--- config.mk ---
export PLATFORM = sky130hd
export DESIGN_NAME = ledf_top
export DESIGN_NICKNAME = d
export VERILOG_FILES = /design/src/rtl/ledf_pkg.sv /design/src/rtl/ledf_debounce.sv /design/src/rtl/ledf_gamma_rom.sv /design/src/rtl/ledf_top.sv
export VERILOG_INCLUDE_DIRS = /design/src /design/src/rtl
export SDC_FILE = /design/constraint.sdc
export NUM_CORES = 1
export LEC_CHECK = 0
export BUFFER_PORTS_ARGS = -buffer_cell sky130_fd_sc_hd__buf_4
export CAP_MARGIN = 10
export CELL_PAD_IN_SITES_DETAIL_PLACEMENT = 2
export CELL_PAD_IN_SITES_GLOBAL_PLACEMENT = 2
export CORE_MARGIN = 3
export CORE_UTILIZATION = 43
export CTS_CLUSTER_SIZE = 8
export DETAILED_ROUTE_END_ITERATION = 10
export PLACE_DENSITY = 0.94
export SLEW_MARGIN = 5
export SYNTH_ARGS = -nofsm -noshare
export SYNTH_HDL_FRONTEND = slang
export SYNTH_SLANG_ARGS = --single-unit
--- constraint.sdc ---
create_clock -name CLOCK -period 14.6 [get_ports CLOCK]
set_input_delay 0.73 -clock CLOCK [delete_from_list [all_inputs] [get_ports CLOCK]]
set_output_delay 0.73 -clock CLOCK [all_outputs]
set_load 0.05 [all_outputs]
--- src/rtl/ledf_params.svh ---
`ifndef LEDF_PARAMS_SVH
`define LEDF_PARAMS_SVH
`define LEDF_CLK_HZ 40000000
`define LEDF_CLK_NS 25
`define LEDF_DEB_MS 37
`define LEDF_DEB_MIN_MS 25
`define LEDF_DEB_MAX_MS 50
`define LEDF_DEB_CYC ((`LEDF_DEB_MS * `LEDF_CLK_HZ) / 1000)
`define LEDF_TICK_US 1000
`define LEDF_TICK_CYC ((`LEDF_TICK_US * (`LEDF_CLK_HZ / 1000000)))
`define LEDF_SW_LAT_NS 6000
`define LEDF_SW_LAT_CYC (`LEDF_SW_LAT_NS / `LEDF_CLK_NS)
`define LEDF_STEPS 63
`define LEDF_STEP_W 6
`define LEDF_DUTY_W 10
`define LEDF_FADE_W 12
`define LEDF_DEB_CNT_W 24
`define LEDF_TICK_CNT_W 20
`define LEDF_NCH 2
`endif

--- src/rtl/ledf_pkg.sv ---
`include "ledf_params.svh"
package ledf_pkg;
   typedef logic [`LEDF_STEP_W-1:0] ledf_step_t;
   typedef logic [`LEDF_DUTY_W-1:0] ledf_duty_t;
   typedef enum logic [1:0] {
      CH_OFF,
      CH_RAMP_UP,
      CH_ON,
      CH_RAMP_DOWN
   } ledf_chan_e;
   typedef struct packed {
      logic level;
      logic rise;
      logic fall;
   } ledf_deb_s;
   typedef struct packed {
      ledf_chan_e st;
      ledf_step_t step;
      logic latch;
   } ledf_chan_s;
endpackage

--- src/rtl/ledf_debounce.sv ---
`timescale 1ns/1ps
`include "ledf_params.svh"
module ledf_debounce
   import ledf_pkg::*;
#(
   parameter int DEB_CYC = `LEDF_DEB_CYC
) (
   input wire logic clk,
   input wire logic rstn,
   input wire logic clear,
   input wire logic din,
   output ledf_deb_s deb
);
   logic prime;
   logic [`LEDF_DEB_CNT_W-1:0] cnt;
   logic next_prime;
   logic [`LEDF_DEB_CNT_W-1:0] next_cnt;
   ledf_deb_s next_deb;

   // First sample after reset only primes the filter, never an edge
   always_comb begin
      next_prime = prime;
      next_cnt = cnt;
      next_deb = '{level: deb.level, rise: 1'b0, fall: 1'b0};
      if (clear) begin
         next_prime = 1'b0;
         next_cnt = '0;
      end else if (!prime) begin
         next_prime = 1'b1;
         next_deb.level = din;
      end else if (din == deb.level) begin
         next_cnt = '0;
      end else if (cnt == `LEDF_DEB_CNT_W'(DEB_CYC - 1)) begin
         next_cnt = '0;
         next_deb.level = din;
         next_deb.rise = din;
         next_deb.fall = !din;
      end else begin
         next_cnt = cnt + `LEDF_DEB_CNT_W'(1);
      end
   end

   always_ff @(posedge clk or negedge rstn) begin
      if (!rstn) begin
         prime <= 1'b0;
         cnt <= '0;
         deb <= '0;
      end else begin
         prime <= next_prime;
         cnt <= next_cnt;
         deb <= next_deb;
      end
   end

   a_bounce_ignored: assert property (@(posedge clk) disable iff (!rstn)
      prime && !clear && din != $past(din) |=> !deb.rise && !deb.fall)
      else $error("debounce passed an unqualified edge");
endmodule

--- src/rtl/ledf_gamma_rom.sv ---
`timescale 1ns/1ps
`include "ledf_params.svh"
module ledf_gamma_rom
   import ledf_pkg::*;
(
   input wire logic clk,
   input wire logic rstn,
   input wire ledf_step_t addr_a,
   input wire ledf_step_t addr_b,
   output ledf_duty_t data_a,
   output ledf_duty_t data_b
);
   localparam ledf_duty_t TABLE [64] = '{
      10'h000, 10'h002, 10'h004, 10'h006, 10'h008, 10'h00a, 10'h00c, 10'h010,
      10'h014, 10'h018, 10'h01c, 10'h020, 10'h024, 10'h02a, 10'h030, 10'h036,
      10'h03c, 10'h042, 10'h048, 10'h050, 10'h058, 10'h060, 10'h068, 10'h070,
      10'h07a, 10'h084, 10'h090, 10'h09c, 10'h0a8, 10'h0b6, 10'h0c4, 10'h0d2,
      10'h0e2, 10'h0f2, 10'h102, 10'h114, 10'h126, 10'h13a, 10'h14e, 10'h162,
      10'h178, 10'h18e, 10'h1a6, 10'h1be, 10'h1d6, 10'h1f0, 10'h20a, 10'h226,
      10'h242, 10'h260, 10'h27e, 10'h29e, 10'h2be, 10'h2e0, 10'h302, 10'h326,
      10'h34a, 10'h370, 10'h394, 10'h3b6, 10'h3d4, 10'h3ec, 10'h3f8, 10'h3ff
   };

   always_ff @(posedge clk or negedge rstn) begin
      if (!rstn) begin
         data_a <= '0;
         data_b <= '0;
      end else begin
         data_a <= TABLE[addr_a];
         data_b <= TABLE[addr_b];
      end
   end
endmodule

--- src/rtl/ledf_top.sv ---
// Function
// - Each main channel has its own independent enable input.
// - Main fades with a nonzero fade time step through 63 gamma-corrected brightness steps; a zero fade time jumps straight to the end step.
// - A new toggle mid-fade reverses direction from the present step.
// - Strap high selects pulse mode, strap low selects level mode.
// - Pulse mode: qualified low pulse toggles latch, ramp up or down.
// - Level mode: qualified high ramps an off channel up, on stays on.
// - Level mode: qualified low ramps an on channel down, off stays off.
// - Both main channels start off after power-up regardless of inputs.
// - Main enable inputs are debounced so bounce gives one transition only.
// - Rising and falling edges get the same debounce qualification.
// - Third channel follows its enable directly, no fade, no latch.
// - Third channel turns on within about 6 us of enable high.
// - Third channel stays off while its enable is low.
// - Pulse-width signal on third enable dims it by duty cycle.
// - Main fades start from the shared fade input or an enable toggle.
// - Debounce time lies between 25 and 50 ms, typically 37 ms.
// - Loss of retention supply clears channel latches to off.
`timescale 1ns/1ps
`include "ledf_params.svh"
module ledf_top
   import ledf_pkg::*;
#(
   parameter int DEB_CYC = `LEDF_DEB_CYC,
   parameter int TICK_CYC = `LEDF_TICK_CYC,
   parameter int FADE_W = `LEDF_FADE_W
) (
   input wire logic CLOCK,
   input wire logic RSTN,
   input wire logic [`LEDF_NCH-1:0] MAIN_CHANNEL_ENABLE_INPUTS,
   input wire logic ENABLE_BEHAVIOUR_STRAP,
   input wire logic SHARED_FADE_INPUT,
   input wire logic SHARED_FADE_SELECT,
   input wire logic [FADE_W-1:0] FADE_UP_TIME_SET,
   input wire logic [FADE_W-1:0] FADE_DOWN_TIME_SET,
   input wire logic SUPPLY_LOST,
   input wire logic SWITCH_LIGHT_ENABLE_INPUT,
   output logic [`LEDF_NCH-1:0] MAIN_CURRENT_OUTPUTS,
   output logic [`LEDF_NCH-1:0] MAIN_CHANNEL_ON,
   output logic [`LEDF_NCH-1:0] MAIN_RAMPING,
   output logic SWITCH_LIGHT_OUTPUT
);
   localparam int SW_LAT = `LEDF_SW_LAT_CYC;
   localparam int NCH = `LEDF_NCH;
   localparam ledf_step_t TOP_STEP = `LEDF_STEP_W'(`LEDF_STEPS);

   function automatic ledf_step_t ledf_advance(ledf_step_t s, logic up);
      ledf_step_t r;
      r = up ? s + `LEDF_STEP_W'(1) : s - `LEDF_STEP_W'(1);
      return r;
   endfunction

   function automatic ledf_chan_e ledf_status(ledf_step_t s, logic latch);
      ledf_chan_e r;
      if (latch)
         r = (s == TOP_STEP) ? CH_ON : CH_RAMP_UP;
      else
         r = (s == '0) ? CH_OFF : CH_RAMP_DOWN;
      return r;
   endfunction

   ////////////////////////////////////////////////////////////////////////
   // Strap, debounce and step tick

   logic strap;
   logic alive;
   ledf_deb_s deb [NCH+1];
   logic [NCH:0] deb_in;
   logic [`LEDF_TICK_CNT_W-1:0] tick_cnt;
   logic [`LEDF_TICK_CNT_W-1:0] next_tick_cnt;
   logic tick;
   logic next_tick;

   // Strap is static, so plain sampling after release is enough
   always_ff @(posedge CLOCK or negedge RSTN) begin
      if (!RSTN) begin
         strap <= 1'b0;
         alive <= 1'b0;
      end else begin
         strap <= ENABLE_BEHAVIOUR_STRAP;
         alive <= 1'b1;
      end
   end

   assign deb_in = {SHARED_FADE_INPUT, MAIN_CHANNEL_ENABLE_INPUTS};

   for (genvar g = 0; g <= NCH; g++) begin : g_deb
      ledf_debounce #(
         .DEB_CYC(DEB_CYC)
      ) u_deb (
         .clk(CLOCK),
         .rstn(RSTN),
         .clear(SUPPLY_LOST),
         .din(deb_in[g]),
         .deb(deb[g])
      );
   end

   always_comb begin
      next_tick = 1'b0;
      next_tick_cnt = tick_cnt + `LEDF_TICK_CNT_W'(1);
      if (tick_cnt == `LEDF_TICK_CNT_W'(TICK_CYC - 1)) begin
         next_tick_cnt = '0;
         next_tick = 1'b1;
      end
   end

   always_ff @(posedge CLOCK or negedge RSTN) begin
      if (!RSTN) begin
         tick_cnt <= '0;
         tick <= 1'b0;
      end else begin
         tick_cnt <= next_tick_cnt;
         tick <= next_tick;
      end
   end

   ////////////////////////////////////////////////////////////////////////
   // Channel latch and fade ramp

   ledf_chan_s ch [NCH];
   ledf_chan_s next_ch [NCH];
   logic [FADE_W:0] acc [NCH];
   logic [FADE_W:0] next_acc [NCH];
   logic [FADE_W:0] sum;
   logic [FADE_W:0] span;

   // Accumulating 63 per tick against the fade time gives exactly 63
   // steps per fade; fade times of 1 to 62 ms saturate at one step a tick
   always_comb begin
      sum = '0;
      span = '0;
      for (int i = 0; i < NCH; i++) begin
         next_ch[i] = ch[i];
         next_acc[i] = acc[i];
         if (strap) begin
            if (deb[i].fall)
               next_ch[i].latch = !ch[i].latch;
         end else if (deb[i].rise) begin
            next_ch[i].latch = 1'b1;
         end else if (deb[i].fall) begin
            next_ch[i].latch = 1'b0;
         end
         if (SHARED_FADE_SELECT && deb[NCH].rise)
            next_ch[i].latch = 1'b1;
         if (SHARED_FADE_SELECT && deb[NCH].fall)
            next_ch[i].latch = 1'b0;
         if (next_ch[i].latch != ch[i].latch)
            next_acc[i] = '0;
         span = {1'b0, next_ch[i].latch ? FADE_UP_TIME_SET
                                        : FADE_DOWN_TIME_SET};
         if (ledf_status(ch[i].step, next_ch[i].latch) inside
             {CH_RAMP_UP, CH_RAMP_DOWN}) begin
            if (span == '0) begin
               next_ch[i].step = next_ch[i].latch ? TOP_STEP : '0;
            end else if (tick) begin
               sum = next_acc[i] + (FADE_W+1)'(`LEDF_STEPS);
               if (sum >= span) begin
                  next_ch[i].step = ledf_advance(ch[i].step,
                                                 next_ch[i].latch);
                  next_acc[i] = sum - span;
                  if (next_acc[i] >= span)
                     next_acc[i] = '0;
               end else begin
                  next_acc[i] = sum;
               end
            end
         end else begin
            next_acc[i] = '0;
         end
         if (SUPPLY_LOST) begin
            next_ch[i].latch = 1'b0;
            next_ch[i].step = '0;
            next_acc[i] = '0;
         end
         next_ch[i].st = ledf_status(next_ch[i].step, next_ch[i].latch);
      end
   end

   for (genvar g = 0; g < NCH; g++) begin : g_ch
      always_ff @(posedge CLOCK or negedge RSTN) begin
         if (!RSTN) begin
            ch[g] <= '{st: CH_OFF, step: '0, latch: 1'b0};
            acc[g] <= '0;
         end else begin
            ch[g] <= next_ch[g];
            acc[g] <= next_acc[g];
         end
      end
   end

   ////////////////////////////////////////////////////////////////////////
   // Gamma lookup and output modulation

   ledf_duty_t duty [NCH];
   ledf_duty_t pwm_cnt;
   ledf_duty_t next_pwm_cnt;
   logic [NCH-1:0] next_out;
   logic [NCH-1:0] next_on;
   logic [NCH-1:0] next_ramp;
   logic next_sw;

   ledf_gamma_rom u_rom (
      .clk(CLOCK),
      .rstn(RSTN),
      .addr_a(ch[0].step),
      .addr_b(ch[1].step),
      .data_a(duty[0]),
      .data_b(duty[1])
   );

   // Top step is forced fully on since the table peak stays one count short
   always_comb begin
      next_pwm_cnt = pwm_cnt + `LEDF_DUTY_W'(1);
      for (int i = 0; i < NCH; i++) begin
         next_out[i] = (ch[i].step == TOP_STEP) ||
                       (ch[i].step != '0 && pwm_cnt < duty[i]);
         next_on[i] = ch[i].latch;
         next_ramp[i] = ch[i].st inside {CH_RAMP_UP, CH_RAMP_DOWN};
      end
      next_sw = SWITCH_LIGHT_ENABLE_INPUT;
   end

   always_ff @(posedge CLOCK or negedge RSTN) begin
      if (!RSTN) begin
         pwm_cnt <= '0;
         MAIN_CURRENT_OUTPUTS <= '0;
         MAIN_CHANNEL_ON <= '0;
         MAIN_RAMPING <= '0;
         SWITCH_LIGHT_OUTPUT <= 1'b0;
      end else begin
         pwm_cnt <= next_pwm_cnt;
         MAIN_CURRENT_OUTPUTS <= next_out;
         MAIN_CHANNEL_ON <= next_on;
         MAIN_RAMPING <= next_ramp;
         SWITCH_LIGHT_OUTPUT <= next_sw;
      end
   end

   ////////////////////////////////////////////////////////////////////////
   // Checks

   logic quiet0;
   assign quiet0 = !SUPPLY_LOST &&
                   !(SHARED_FADE_SELECT && (deb[NCH].rise || deb[NCH].fall));

   a_powerup_off: assert property (@(posedge CLOCK) disable iff (!RSTN)
      !alive |-> ch[0].latch == 1'b0 && ch[1].latch == 1'b0 &&
                 ch[0].step == '0 && ch[1].step == '0)
      else $error("channel not off after reset");

   a_pulse_toggle: assert property (@(posedge CLOCK) disable iff (!RSTN)
      strap && deb[0].fall && quiet0 |=> ch[0].latch != $past(ch[0].latch))
      else $error("pulse mode did not toggle latch");

   a_level_on: assert property (@(posedge CLOCK) disable iff (!RSTN)
      !strap && deb[0].rise && quiet0 |=> ch[0].latch)
      else $error("level high did not switch channel on");

   a_level_off: assert property (@(posedge CLOCK) disable iff (!RSTN)
      !strap && deb[0].fall && quiet0 |=> !ch[0].latch)
      else $error("level low did not switch channel off");

   a_step_single: assert property (@(posedge CLOCK) disable iff (!RSTN)
      FADE_UP_TIME_SET != '0 && FADE_DOWN_TIME_SET != '0 && !SUPPLY_LOST
      |=> ch[0].step <= TOP_STEP &&
          (ch[0].step == $past(ch[0].step) ||
           ch[0].step == $past(ch[0].step) + `LEDF_STEP_W'(1) ||
           ch[0].step == $past(ch[0].step) - `LEDF_STEP_W'(1)))
      else $error("fade step jumped");

   a_reverse_keep: assert property (@(posedge CLOCK) disable iff (!RSTN)
      ch[0].st == CH_RAMP_UP && !next_ch[0].latch && !SUPPLY_LOST &&
      FADE_DOWN_TIME_SET != '0
      |=> ch[0].step == $past(ch[0].step) ||
          ch[0].step == $past(ch[0].step) - `LEDF_STEP_W'(1))
      else $error("interrupted ramp restarted");

   a_step_timer: assert property (@(posedge CLOCK) disable iff (!RSTN)
      !tick && !SUPPLY_LOST && FADE_UP_TIME_SET != '0 &&
      FADE_DOWN_TIME_SET != '0 && next_ch[0].latch == ch[0].latch
      |=> ch[0].step == $past(ch[0].step))
      else $error("step moved without timer tick");

   a_sw_latency: assert property (@(posedge CLOCK) disable iff (!RSTN)
      $rose(SWITCH_LIGHT_ENABLE_INPUT) ##1 SWITCH_LIGHT_ENABLE_INPUT
      |-> ##[0:SW_LAT] SWITCH_LIGHT_OUTPUT)
      else $error("switch light slow to turn on");

   a_sw_off: assert property (@(posedge CLOCK) disable iff (!RSTN)
      !SWITCH_LIGHT_ENABLE_INPUT |=> !SWITCH_LIGHT_OUTPUT)
      else $error("switch light on with enable low");

   a_supply_clear: assert property (@(posedge CLOCK) disable iff (!RSTN)
      SUPPLY_LOST |=> !ch[0].latch && !ch[1].latch && ch[0].step == '0 &&
                      ch[1].step == '0 ##1 MAIN_CHANNEL_ON == '0)
      else $error("supply loss did not clear latches");

   a_full_on: assert property (@(posedge CLOCK) disable iff (!RSTN)
      ch[1].step == TOP_STEP |=> MAIN_CURRENT_OUTPUTS[1])
      else $error("full step not fully on");

   c_pulse_fade: cover property (@(posedge CLOCK) disable iff (!RSTN)
      strap && deb[0].fall ##1 ch[0].st == CH_RAMP_UP);

   c_interrupt: cover property (@(posedge CLOCK) disable iff (!RSTN)
      ch[0].st == CH_RAMP_UP ##1 ch[0].st == CH_RAMP_DOWN);

   c_level_off: cover property (@(posedge CLOCK) disable iff (!RSTN)
      !strap && ch[1].st == CH_ON ##1 ch[1].st == CH_RAMP_DOWN);

   c_shared: cover property (@(posedge CLOCK) disable iff (!RSTN)
      SHARED_FADE_SELECT && deb[NCH].rise ##1 MAIN_RAMPING == 2'h3);
endmodule

==> impl_summary.log, run 1 <==
INFO  metric post-route-min-period = 8.23 ns
INFO  metric upper_clock_frequency_limit = 121 MHz
INFO  metric global_route.overflow_total = 0
INFO  metric initialDrtViolationCount = 1,125
INFO  metric avgRoutedWirePerCell = 29.4 um
INFO  metric area_growth = 8.58%
INFO  metric cts_inserted_buffers = 17
INFO  metric die_height = 185 um
INFO  metric crit_path_required_time = 14.94 ns
INFO  metric fin_area = 0.0150 mm2
INFO  metric setup_crit_start_kind = flip-flop
INFO  metric rows = 64
INFO  metric insertedDiodeCount = 0
INFO  metric ctsLongestPathBuffers = 2
INFO  metric finalWirelength = 60,200 um
INFO  metric status = finished, final reports clean
INFO  metric clock_latency = 0.49 ns
INFO  metric postCtsSetupRepairBufs = 0
INFO  metric worst_ir_drop_vdd = 0.000101 V
INFO  metric clockRootBuffer = sky130_fd_sc_hd__clkbuf_16
INFO  metric grt_first_pass_wirelength = 94,100 um
INFO  metric final_layout_size_suffix_gt1_share = 7.31%
INFO  metric worst_setup_path_startpoint = ch[0]$_DFF_PN0_
INFO  metric critPathArrivalTime = 8.58 ns
INFO  metric avgViaCountPerCell = 6.86
INFO  metric synth.net_count = 1,781
INFO  metric yosysUniqueCellTypes = 87
INFO  metric crit_path_end_kind = flip-flop
INFO  metric post_cts_resized = 0
INFO  metric clock-skew-final = 0.0281 ns
INFO  metric maxCapViolations = 0
INFO  metric grt_start_max_net_pins = 71
INFO  metric die-area = 0.0343 mm2
INFO  metric post-route-period-util = 56.4%
INFO  metric syn_inst = 1,643
INFO  metric timing.final.max_slew_violations = 0
INFO  metric grt_pass1_vias = 15,655
INFO  metric cts.sinks = 183
INFO  metric post_dp_cell_area = 0.0144 mm2
INFO  metric io_pins = 40
INFO  metric die_w = 185 um
INFO  metric drcViolationCount = 0
INFO  metric synth_seq_cells = 183
INFO  metric power.static_leakage = 6.31 nW
INFO  metric worst-slew-pin-transition = 1.29 ns
INFO  metric cts_tree = built
INFO  metric synthFlopType = sky130_fd_sc_hd__dfrtp_1
INFO  metric clk_pin_slew_worst_paths = 0.08 ns
INFO  metric fin_setup_tns = 0 ns
INFO  metric grt_setup_unrepaired = no
INFO  metric post_synth_instance_area = 0.0138 mm2
INFO  metric initial_utilization = 44.3%
INFO  metric overall_fraction_of_global_route_tracks_in_use = 35.3%
INFO  metric power.density_cell_area = 112 mW/mm2
INFO  metric fin_worst_hold_slack = 0.268 ns
INFO  metric timing.critical_path.fanout_max = 16
INFO  metric min_path_type = primary input to asynchronous set/reset pin
INFO  metric cts_hold_buf = 0
INFO  metric drtPass1Iterations = 6
INFO  metric synth_enable_flop_cells = 0
INFO  metric r2r_start = ch[0]$_DFF_PN0_
INFO  metric hold_viol_final = 0
INFO  metric placement.io_buffers = 39
INFO  metric async_flop_share = 100%
INFO  metric ys.warnings.count = 0
INFO  metric final.fill_count = 3,344
INFO  metric nNetsFinal = 1,780
INFO  metric dr_total_vias = 14,069
INFO  metric clock_tree.htree_level_count = 4
INFO  metric floorplan.core_area = 0.0311 mm2
INFO  metric setup_violations = 0
INFO  metric share_of_the_yosys_chip_area_belonging_to_registers = 33.2%
INFO  metric worstSetupPathType = flip-flop to flip-flop
INFO  metric slew_headroom = 13.4%
INFO  metric ant_nets = 0
INFO  metric global_placement_routability_congestion = 0.852
INFO  metric mean_cell_area_of_the_mapped_netlist = 8.41 um2
INFO  metric detailedPlacementHpwl = 37,700 um
INFO  metric antenna_violations_before_repair = 0
state kept, by name, summed over array words and instances, names as in the netlist:
register and flops:
SWITCH_LIGHT_OUTPUT 1, acc 26, g_deb.u_deb.prime 1, g_deb.u_deb.deb 9, MAIN_CHANNEL_ON 2, MAIN_RAMPING 2
tick_cnt 20, tick 1, u_rom.data_b 10, pwm_cnt 10, u_rom.data_a 10, strap 1
MAIN_CURRENT_OUTPUTS 2, ch 16, g_deb.u_deb.cnt 72
through the flow:
step | cells | power (mW) | utilization, % | worst slack (ns)
floorplan | 1643 | 0.960 | - | 8.87
global placement | 2019 | 1.09 | 46.3 | 7.66
detailed placement | 2019 | 1.14 | 46.3 | 7.25
CTS | 2051 | 1.67 | 48.1 | 6.64
global route | 2051 | 1.75 | 48.1 | 6.13
finish | 2051 | 1.68 | 48.1 | 6.37
worst max-delay path, stage by stage (launching register included):
cell	delay [ns]
sky130_fd_sc_hd__dfrtp_1	0.48
sky130_fd_sc_hd__ha_1	0.33
sky130_fd_sc_hd__and2_1	0.20
sky130_fd_sc_hd__o21ai_1	0.25
sky130_fd_sc_hd__a21boi_0	0.32
sky130_fd_sc_hd__nor2_1	1.07
sky130_fd_sc_hd__nand2_1	0.33
sky130_fd_sc_hd__ha_1	0.40
sky130_fd_sc_hd__xnor2_1	0.33
sky130_fd_sc_hd__ha_1	0.38
sky130_fd_sc_hd__a21o_1	0.22
sky130_fd_sc_hd__a21oi_1	0.23
sky130_fd_sc_hd__o21bai_1	0.16
sky130_fd_sc_hd__a2111oi_0	0.93
sky130_fd_sc_hd__o31ai_1	0.18
sky130_fd_sc_hd__a21oi_1	0.22
sky130_fd_sc_hd__xnor2_1	0.18
sky130_fd_sc_hd__ha_1	0.31
sky130_fd_sc_hd__nand4_1	0.15
sky130_fd_sc_hd__nor2_1	0.08
sky130_fd_sc_hd__a211oi_1	0.23
sky130_fd_sc_hd__o311a_1	0.55
sky130_fd_sc_hd__a221oi_1	0.18
sky130_fd_sc_hd__a211oi_1	0.39
report_power, final:
part           internal [mW]  switching, mW  total [mW]
combinational          0.204          0.414       0.618
clock                  0.250          0.241       0.491
sequential             0.538         0.0347       0.573
total                  0.993          0.689        1.68
cells in the mapped netlist (20+ instances only):
cell	count	area share, %
sky130_fd_sc_hd__a211oi_1	25	1.4
sky130_fd_sc_hd__a21o_1	32	1.7
sky130_fd_sc_hd__a21oi_1	107	3.9
sky130_fd_sc_hd__and3_1	32	1.4
sky130_fd_sc_hd__clkbuf_1	62	1.7
sky130_fd_sc_hd__dfrtp_1	183	33
sky130_fd_sc_hd__ha_1	101	9.2
sky130_fd_sc_hd__inv_1	73	2.0
sky130_fd_sc_hd__mux2i_1	38	2.8
sky130_fd_sc_hd__nand2_1	161	4.4
sky130_fd_sc_hd__nand2b_1	23	1.0
sky130_fd_sc_hd__nand3_1	71	2.6
sky130_fd_sc_hd__nand4_1	34	1.5
sky130_fd_sc_hd__nor2_1	153	4.2
sky130_fd_sc_hd__nor3_1	27	0.98
sky130_fd_sc_hd__nor4_1	23	1.0
sky130_fd_sc_hd__o211ai_1	20	1.1
sky130_fd_sc_hd__o21ai_0	152	5.5
sky130_fd_sc_hd__o31ai_1	30	1.6
sky130_fd_sc_hd__xnor2_1	56	3.6
sky130_fd_sc_hd__xor2_1	23	1.5
kinds of logic after synthesis:
kind of cell | after synthesis | share of synthesized area (%)
xor+xnor | 80 | 5.13
fa+ha+maj | 105 | 9.73
buf+inv | 144 | 4.02
compound gates | 479 | 22.6
flops | 183 | 33.2
simple gates | 604 | 21.6
mux | 48 | 3.81
final timing paths:
| path | endpoint | slack [ns] | cells after the start |
|---|---|---|---|
| worst max-delay path | acc[2]$_DFF_PN0_ | 6.37 | 23 |
| worst min-delay path | tick_cnt[16]$_DFF_PN0_ | 0.27 | 1 |
| worst max register to register | acc[2]$_DFF_PN0_ | 6.37 | 23 |
| worst min register to register | MAIN_RAMPING[1]$_DFF_PN0_ | 0.36 | 0 |
| max in group asynchronous | ch[2]$_DFF_PN0_ | 12.99 | 2 |
| min in group CLOCK | MAIN_RAMPING[1]$_DFF_PN0_ | 0.36 | 0 |
cell type report:
type                    instances  area [um2]  share of cell area [%]
clock buffers                  22         474                    3.16
clock inverters                10        92.6                   0.617
inverters                      74         278                    1.85
multi-input cells            1316        8690                    58.0
flip-flops and latches        183        4580                    30.5
well taps                     396         495                    3.30
repair buffers                 50         382                    2.54
cell usage in the layout, fill, tap and decap left out, types with 7 or more instances in the layout:
cell,synthesis,layout
sky130_fd_sc_hd__o21a_1,9,9
sky130_fd_sc_hd__a211oi_1,25,25
sky130_fd_sc_hd__nand3_1,71,71
sky130_fd_sc_hd__and2_1,11,11
sky130_fd_sc_hd__a22o_1,7,7
sky130_fd_sc_hd__clkbuf_16,0,17
sky130_fd_sc_hd__mux2_2,7,7
sky130_fd_sc_hd__o41ai_1,8,8
sky130_fd_sc_hd__a21o_1,32,32
sky130_fd_sc_hd__nand4_1,34,34
sky130_fd_sc_hd__nand2_1,161,161
sky130_fd_sc_hd__o22ai_1,7,7
sky130_fd_sc_hd__nor3_1,27,27
sky130_fd_sc_hd__xnor2_1,56,56
sky130_fd_sc_hd__a21oi_1,107,107
sky130_fd_sc_hd__buf_4,1,49
sky130_fd_sc_hd__xor2_1,23,23
sky130_fd_sc_hd__inv_1,73,73
sky130_fd_sc_hd__nor4_1,23,23
sky130_fd_sc_hd__or3_1,8,8
sky130_fd_sc_hd__a31oi_1,11,11
sky130_fd_sc_hd__and3_1,32,32
sky130_fd_sc_hd__mux2i_1,38,38
sky130_fd_sc_hd__o211ai_1,20,20
sky130_fd_sc_hd__ha_1,101,101
sky130_fd_sc_hd__nor2b_1,15,15
sky130_fd_sc_hd__or2_2,10,10
sky130_fd_sc_hd__nand2b_1,23,23
sky130_fd_sc_hd__nor2_1,153,152
sky130_fd_sc_hd__o31ai_1,30,30
sky130_fd_sc_hd__o21ai_0,152,152
sky130_fd_sc_hd__dfrtp_1,183,183
routing by layer:
layer | global-route usage [%] | vias up | wire length [um]
li1 | - | 6001 | -
met1 | 40.9 | 7221 | 23600
met2 | 60.9 | 577 | 29800
met3 | 6.81 | 270 | 3250
met4 | 20.3 | 0 | 3570
met5 | 0 | - | 0
No activity file was read; power rests on OpenSTA's default activity.
==> run 2, diff against run 1 <==
--- a/config.mk
+++ b/config.mk
@@ -6,15 +6,16 @@
 export SDC_FILE = /design/constraint.sdc
 export NUM_CORES = 1
 export LEC_CHECK = 0
+export ABC_AREA = 1
 export BUFFER_PORTS_ARGS = -buffer_cell sky130_fd_sc_hd__buf_4
 export CAP_MARGIN = 10
 export CELL_PAD_IN_SITES_DETAIL_PLACEMENT = 2
 export CELL_PAD_IN_SITES_GLOBAL_PLACEMENT = 2
 export CORE_MARGIN = 3
-export CORE_UTILIZATION = 43
+export CORE_UTILIZATION = 34
 export CTS_CLUSTER_SIZE = 8
 export DETAILED_ROUTE_END_ITERATION = 10
-export PLACE_DENSITY = 0.94
+export PLACE_DENSITY = 0.85
 export SLEW_MARGIN = 5
 export SYNTH_ARGS = -nofsm -noshare
 export SYNTH_HDL_FRONTEND = slang
==> constraint.sdc (replaced) <==
create_clock -name CLOCK -period 6.8 [get_ports CLOCK]
set_input_delay 0.34 -clock CLOCK [delete_from_list [all_inputs] [get_ports CLOCK]]
set_output_delay 0.34 -clock CLOCK [all_outputs]
set_load 0.05 [all_outputs]
==> run 2 against run 1 <==
Net effect: clock skew is 0.015 ns lower; flip-flop and latch count stayed put; sequential share of layout area is 0.98 points lower; routed wire length is 21% lower; worst setup slack worse by 5.4 ns; critical path depth is 13 higher; design area is 3.3% higher; utilization is 10 points lower; global-route usage is 13 points lower; area after synthesis is 2.3% higher; via count is 3.7% lower; clock power is 110% higher; critical path type unchanged.
==> impl_summary.log, run 2 <==
INFO  metric status = finished, final reports clean
INFO  metric r2r-end = acc[20]$_DFF_PN0_
INFO  metric drcViolationCount = 0 (unchanged)
INFO  metric grt_setup_unrepaired = no
INFO  metric initial_utilization = 34.5% (-9.8 points)
INFO  metric synthTopCellsByArea = sky130_fd_sc_hd__dfrtp_1 32%, sky130_fd_sc_hd__nand2_1 10%, sky130_fd_sc_hd__ha_1 8.9%
INFO  metric post-route-period-util = 85.5% (+29 points)
INFO  metric synth.net_count = 2,078 (+17%)
INFO  metric io_pins = 40 (unchanged)
INFO  metric global_placement_routability_congestion = 0.894 (+4.9%)
INFO  metric maxCapViolations = 0 (unchanged)
INFO  metric rows = 74 (+16%)
INFO  metric synth_enable_flop_cells = 0 (unchanged)
INFO  metric ctsLongestPathBuffers = 2 (unchanged)
INFO  metric cts_inserted_buffers = 17 (unchanged)
INFO  metric insertedDiodeCount = 0 (unchanged)
INFO  metric placement.io_buffers = 39 (unchanged)
INFO  metric p_int = 2.27 mW (+130%)
INFO  metric overall_fraction_of_global_route_tracks_in_use = 21.9% (-13 points)
INFO  metric clock_latency = 0.48 ns (about the same)
INFO  metric power_consumption = 4.06 mW (+140%)
INFO  metric cts_tree = built
INFO  metric dr_total_vias = 13,552 (-3.7%)
INFO  metric upper_clock_frequency_limit = 172 MHz (+42%)
INFO  metric power.static_leakage = 7.15 nW (+13%)
INFO  metric worst_setup_path_startpoint = ch[9]$_DFF_PN0_
INFO  metric power.density_cell_area = 262 mW/mm2 (+130%)
INFO  metric combinational_power_share = 41.4% (+4.7 points)
INFO  metric synth.largest_area_cell = sky130_fd_sc_hd__dfrtp_1
INFO  metric nNetsFinal = 2,096 (+18%)
INFO  metric setup.reg_to_reg.worst_slack = 0.99 ns (-5.38 ns)
INFO  metric area_growth = 9.66%
INFO  metric floorplan.core_area = 0.0409 mm2 (+31%)
INFO  metric worst_ir_drop_vdd = 0.000209 V (+110%)
INFO  metric timing.critical_path.fanout_max = 31 (+15)
INFO  metric share_of_the_yosys_chip_area_belonging_to_registers = 32.4% (-0.74 points)
INFO  metric p_seq_share = 32.6% (-1.5 points)
INFO  metric power.net_switching = 1.80 mW (+160%)
INFO  metric min_path_type = primary input to flip-flop
INFO  metric final_common_cell = sky130_fd_sc_hd__nand2_1
INFO  metric synthFlopType = sky130_fd_sc_hd__dfrtp_1
INFO  metric fin_setup_tns = 0 ns (unchanged)
INFO  metric final-instance-count-excl-fill = 2,503 (+22%)
INFO  metric pwr-share-clk = 25.9% (-3.3 points)
INFO  metric yosysUniqueCellTypes = 66 (-24%)
INFO  metric worst-slew-pin-transition = 0.847 ns (-0.447 ns)
INFO  metric reg2regPathDepth = 36 (+57%)
INFO  metric crit_path_end_kind = flip-flop
INFO  metric cts.sinks = 183 (unchanged)
INFO  metric slew_headroom = 43.5% (+30 points)
INFO  metric setup_crit_start_kind = flip-flop
INFO  metric clockRootBuffer = sky130_fd_sc_hd__clkbuf_16
INFO  metric largest_register_ffs = 72 (unchanged)
INFO  metric initialDrtViolationCount = 499 (-56%)
INFO  metric mean_cell_area_of_the_mapped_netlist = 7.28 um2 (-13%)
INFO  metric grt_start_max_net_pins = 66 (-7.0%)
INFO  metric synth_seq_cells = 183 (unchanged)
INFO  metric postCtsSetupRepairBufs = 0 (unchanged)
INFO  metric crit_path_required_time = 7.20 ns (-7.74 ns)
INFO  metric antenna_violations_before_repair = 0 (unchanged)
INFO  metric critPathCapture = acc[20]$_DFF_PN0_
INFO  metric clock_tree.htree_level_count = 4 (unchanged)
INFO  metric post_cts_resized = 0 (unchanged)
INFO  metric numPlacedInstances = 2,468 (+22%)
INFO  metric synth.most_common_cell = sky130_fd_sc_hd__nand2_1
INFO  metric commonest_non_fill_non_tap_cells_in_the_layout = 388 x sky130_fd_sc_hd__nand2_1, 291 x sky130_fd_sc_hd__inv_1, 183 x sky130_fd_sc_hd__dfrtp_1
INFO  metric grt_pass1_vias = 15,200 (-2.9%)
INFO  metric global_route.overflow_total = 0 (unchanged)
INFO  metric die-area = 0.0440 mm2 (+28%)
INFO  metric detailedPlacementHpwl = 36,500 um (-3.0%)
INFO  metric setup_violations = 0 (unchanged)
INFO  metric largestRegisters = g_deb.u_deb.cnt (72), acc (26), tick_cnt (20)
INFO  metric final_layout_size_suffix_gt1_share = 7.71% (+0.40 points)
INFO  metric clk_pin_slew_worst_paths = 0.08 ns (about the same)
INFO  metric r2r_start = ch[9]$_DFF_PN0_
INFO  metric critPathMostFrequentCell = sky130_fd_sc_hd__a21oi_1
INFO  metric p_sw_share = 44.2% (+3.3 points)
INFO  metric post_synth_instance_area = 0.0141 mm2 (+2.3%)
INFO  metric ant_nets = 0 (unchanged)
INFO  metric top_register = g_deb.u_deb.cnt
INFO  metric hold_viol_final = 0 (unchanged)
INFO  metric die_height = 210 um (+13%)
INFO  metric worst_path_largest_cell_delay = 0.48 ns (-0.59 ns)
INFO  metric finalWirelength = 47,800 um (-21%)
INFO  metric worstSetupPathType = flip-flop to flip-flop
INFO  metric synth_top_area_share = 32.4% (-0.74 points)
INFO  metric async_flop_share = 100% (unchanged)
INFO  metric timing.final.max_slew_violations = 0 (unchanged)
INFO  metric synth_top_cells_by_count = 388 x sky130_fd_sc_hd__nand2_1, 292 x sky130_fd_sc_hd__inv_1, 183 x sky130_fd_sc_hd__dfrtp_1, 177 x sky130_fd_sc_hd__nor2_1, 128 x sky130_fd_sc_hd__a21oi_1
INFO  metric final.fill_count = 4,849 (+45%)
INFO  metric syn_inst = 1,940 (+18%)
INFO  metric avgRoutedWirePerCell = 19.1 um (-35%)
INFO  metric avgViaCountPerCell = 5.41 (-21%)
INFO  metric critical_path.slowest_cell = sky130_fd_sc_hd__dfrtp_1
INFO  metric drtPass1Iterations = 4 (-2)
INFO  metric cts_hold_buf = 3 (+3)
INFO  metric critPathArrivalTime = 6.21 ns (-2.37 ns)
INFO  metric clock-skew-final = 0.0129 ns (-0.0152 ns)
INFO  metric die_w = 210 um (+13%)
INFO  metric grt_first_pass_wirelength = 78,900 um (-16%)
INFO  metric ys.warnings.count = 0 (unchanged)
INFO  metric post-route-min-period = 5.81 ns (-2.42 ns)
## run 2: changes by cell type after synthesis, sizes merged, moves of 33 or more
cell   delta
xor2     +50
nand3    +43
inv     +230
mux2i    -37
xnor2    -41
nand2   +249
nor2     +33
## run 2: cells by family (layout without fill, tap and decap cells)
logic type / after synthesis / after routing / share of synthesized area, %
xor+xnor: 89 / 89 / 5.52
simple gates: 826 / 826 / 26.4
buf+inv: 356 / 387 / 10.1
compound gates: 380 / 380 / 16.0
flops: 183 / 183 / 32.4
fa+ha+maj: 105 / 105 / 9.51
mux: 1 / 1 / 0.0709
## run 2: worst max-delay path, delay by kind of cell (launching register included)
family / cells / cell delay, ns
AO/OA/AOI/OAI: 7 / 1.00
XOR/XNOR: 2 / 0.45
adder cells (fa/ha/maj): 3 / 1.03
buffers and inverters: 6 / 0.53
flip-flops: 1 / 0.48
AND/OR/NAND/NOR: 18 / 2.24
## run 2: metal layers
layer  GRT usage (%)  wire (um)  vias up
li1                -          -     6453
met1            26.7      21000     6896
met2            40.4      25000      142
met3            2.91        905       61
met4            6.21        893        0
met5               0          0        -
## run 2: per-stage QoR
| step | setup WS (ns) | instance area [um2] | utilization [%] | hold slack [ns] |
|---|---|---|---|---|
| CTS | 0.939 | 15500 | 37.9 | 0.0880 |
| global route | 0.415 | 15500 | 37.9 | 0.121 |
| floorplan | 2.39 | 14100 | - | 0.0444 |
| detailed placement | 0.974 | 14900 | 36.3 | 0.359 |
| global placement | 1.17 | 14900 | 36.3 | 0.334 |
| finish | 0.988 | 15500 | 37.9 | 0.114 |
## run 2: how the worst min path moves through the flow
| stage | cells after the start | from | end | slack [ns] |
|---|---|---|---|---|
| 2_1_floorplan | 0 | RSTN | MAIN_CHANNEL_ON[0]$_DFF_PN0_ | 0.04 |
| 3_3_place_gp | 0 | ch[16]$_DFF_PN0_ | MAIN_RAMPING[0]$_DFF_PN0_ | 0.33 |
| 3_5_place_dp | 0 | ch[16]$_DFF_PN0_ | MAIN_RAMPING[0]$_DFF_PN0_ | 0.36 |
| 4_1_cts | 4 | MAIN_CHANNEL_ENABLE_INPUTS[0] | g_deb[0].u_deb.deb[0]$_DFF_PN0_ | 0.09 |
| 5_1_grt | 4 | MAIN_CHANNEL_ENABLE_INPUTS[0] | g_deb[0].u_deb.deb[0]$_DFF_PN0_ | 0.12 |
| 6_report | 4 | MAIN_CHANNEL_ENABLE_INPUTS[0] | g_deb[0].u_deb.deb[0]$_DFF_PN0_ | 0.11 |
## run 2: final cells by class
| class | count | area [um2] | area share (%) |
|---|---|---|---|
| sequential | 183 | 4580 | 29.6 |
| inverter | 306 | 1150 | 7.43 |
| clock inverter | 15 | 170 | 1.10 |
| timing repair buffer | 49 | 382 | 2.46 |
| tap | 532 | 666 | 4.30 |
| clock buffer | 17 | 425 | 2.75 |
| multi-input combinational | 1401 | 8120 | 52.4 |
## run 2: power by group through the flow
stage          Combinational [mW]  Sequential, mW  Clock, mW
2_1_floorplan                1.16            1.30          0
3_3_place_gp                 1.56            1.34          0
3_5_place_dp                 1.65            1.35          0
4_1_cts                      1.69            1.33       1.09
5_1_grt                      1.91            1.34       1.12
6_report                     1.68            1.33       1.05
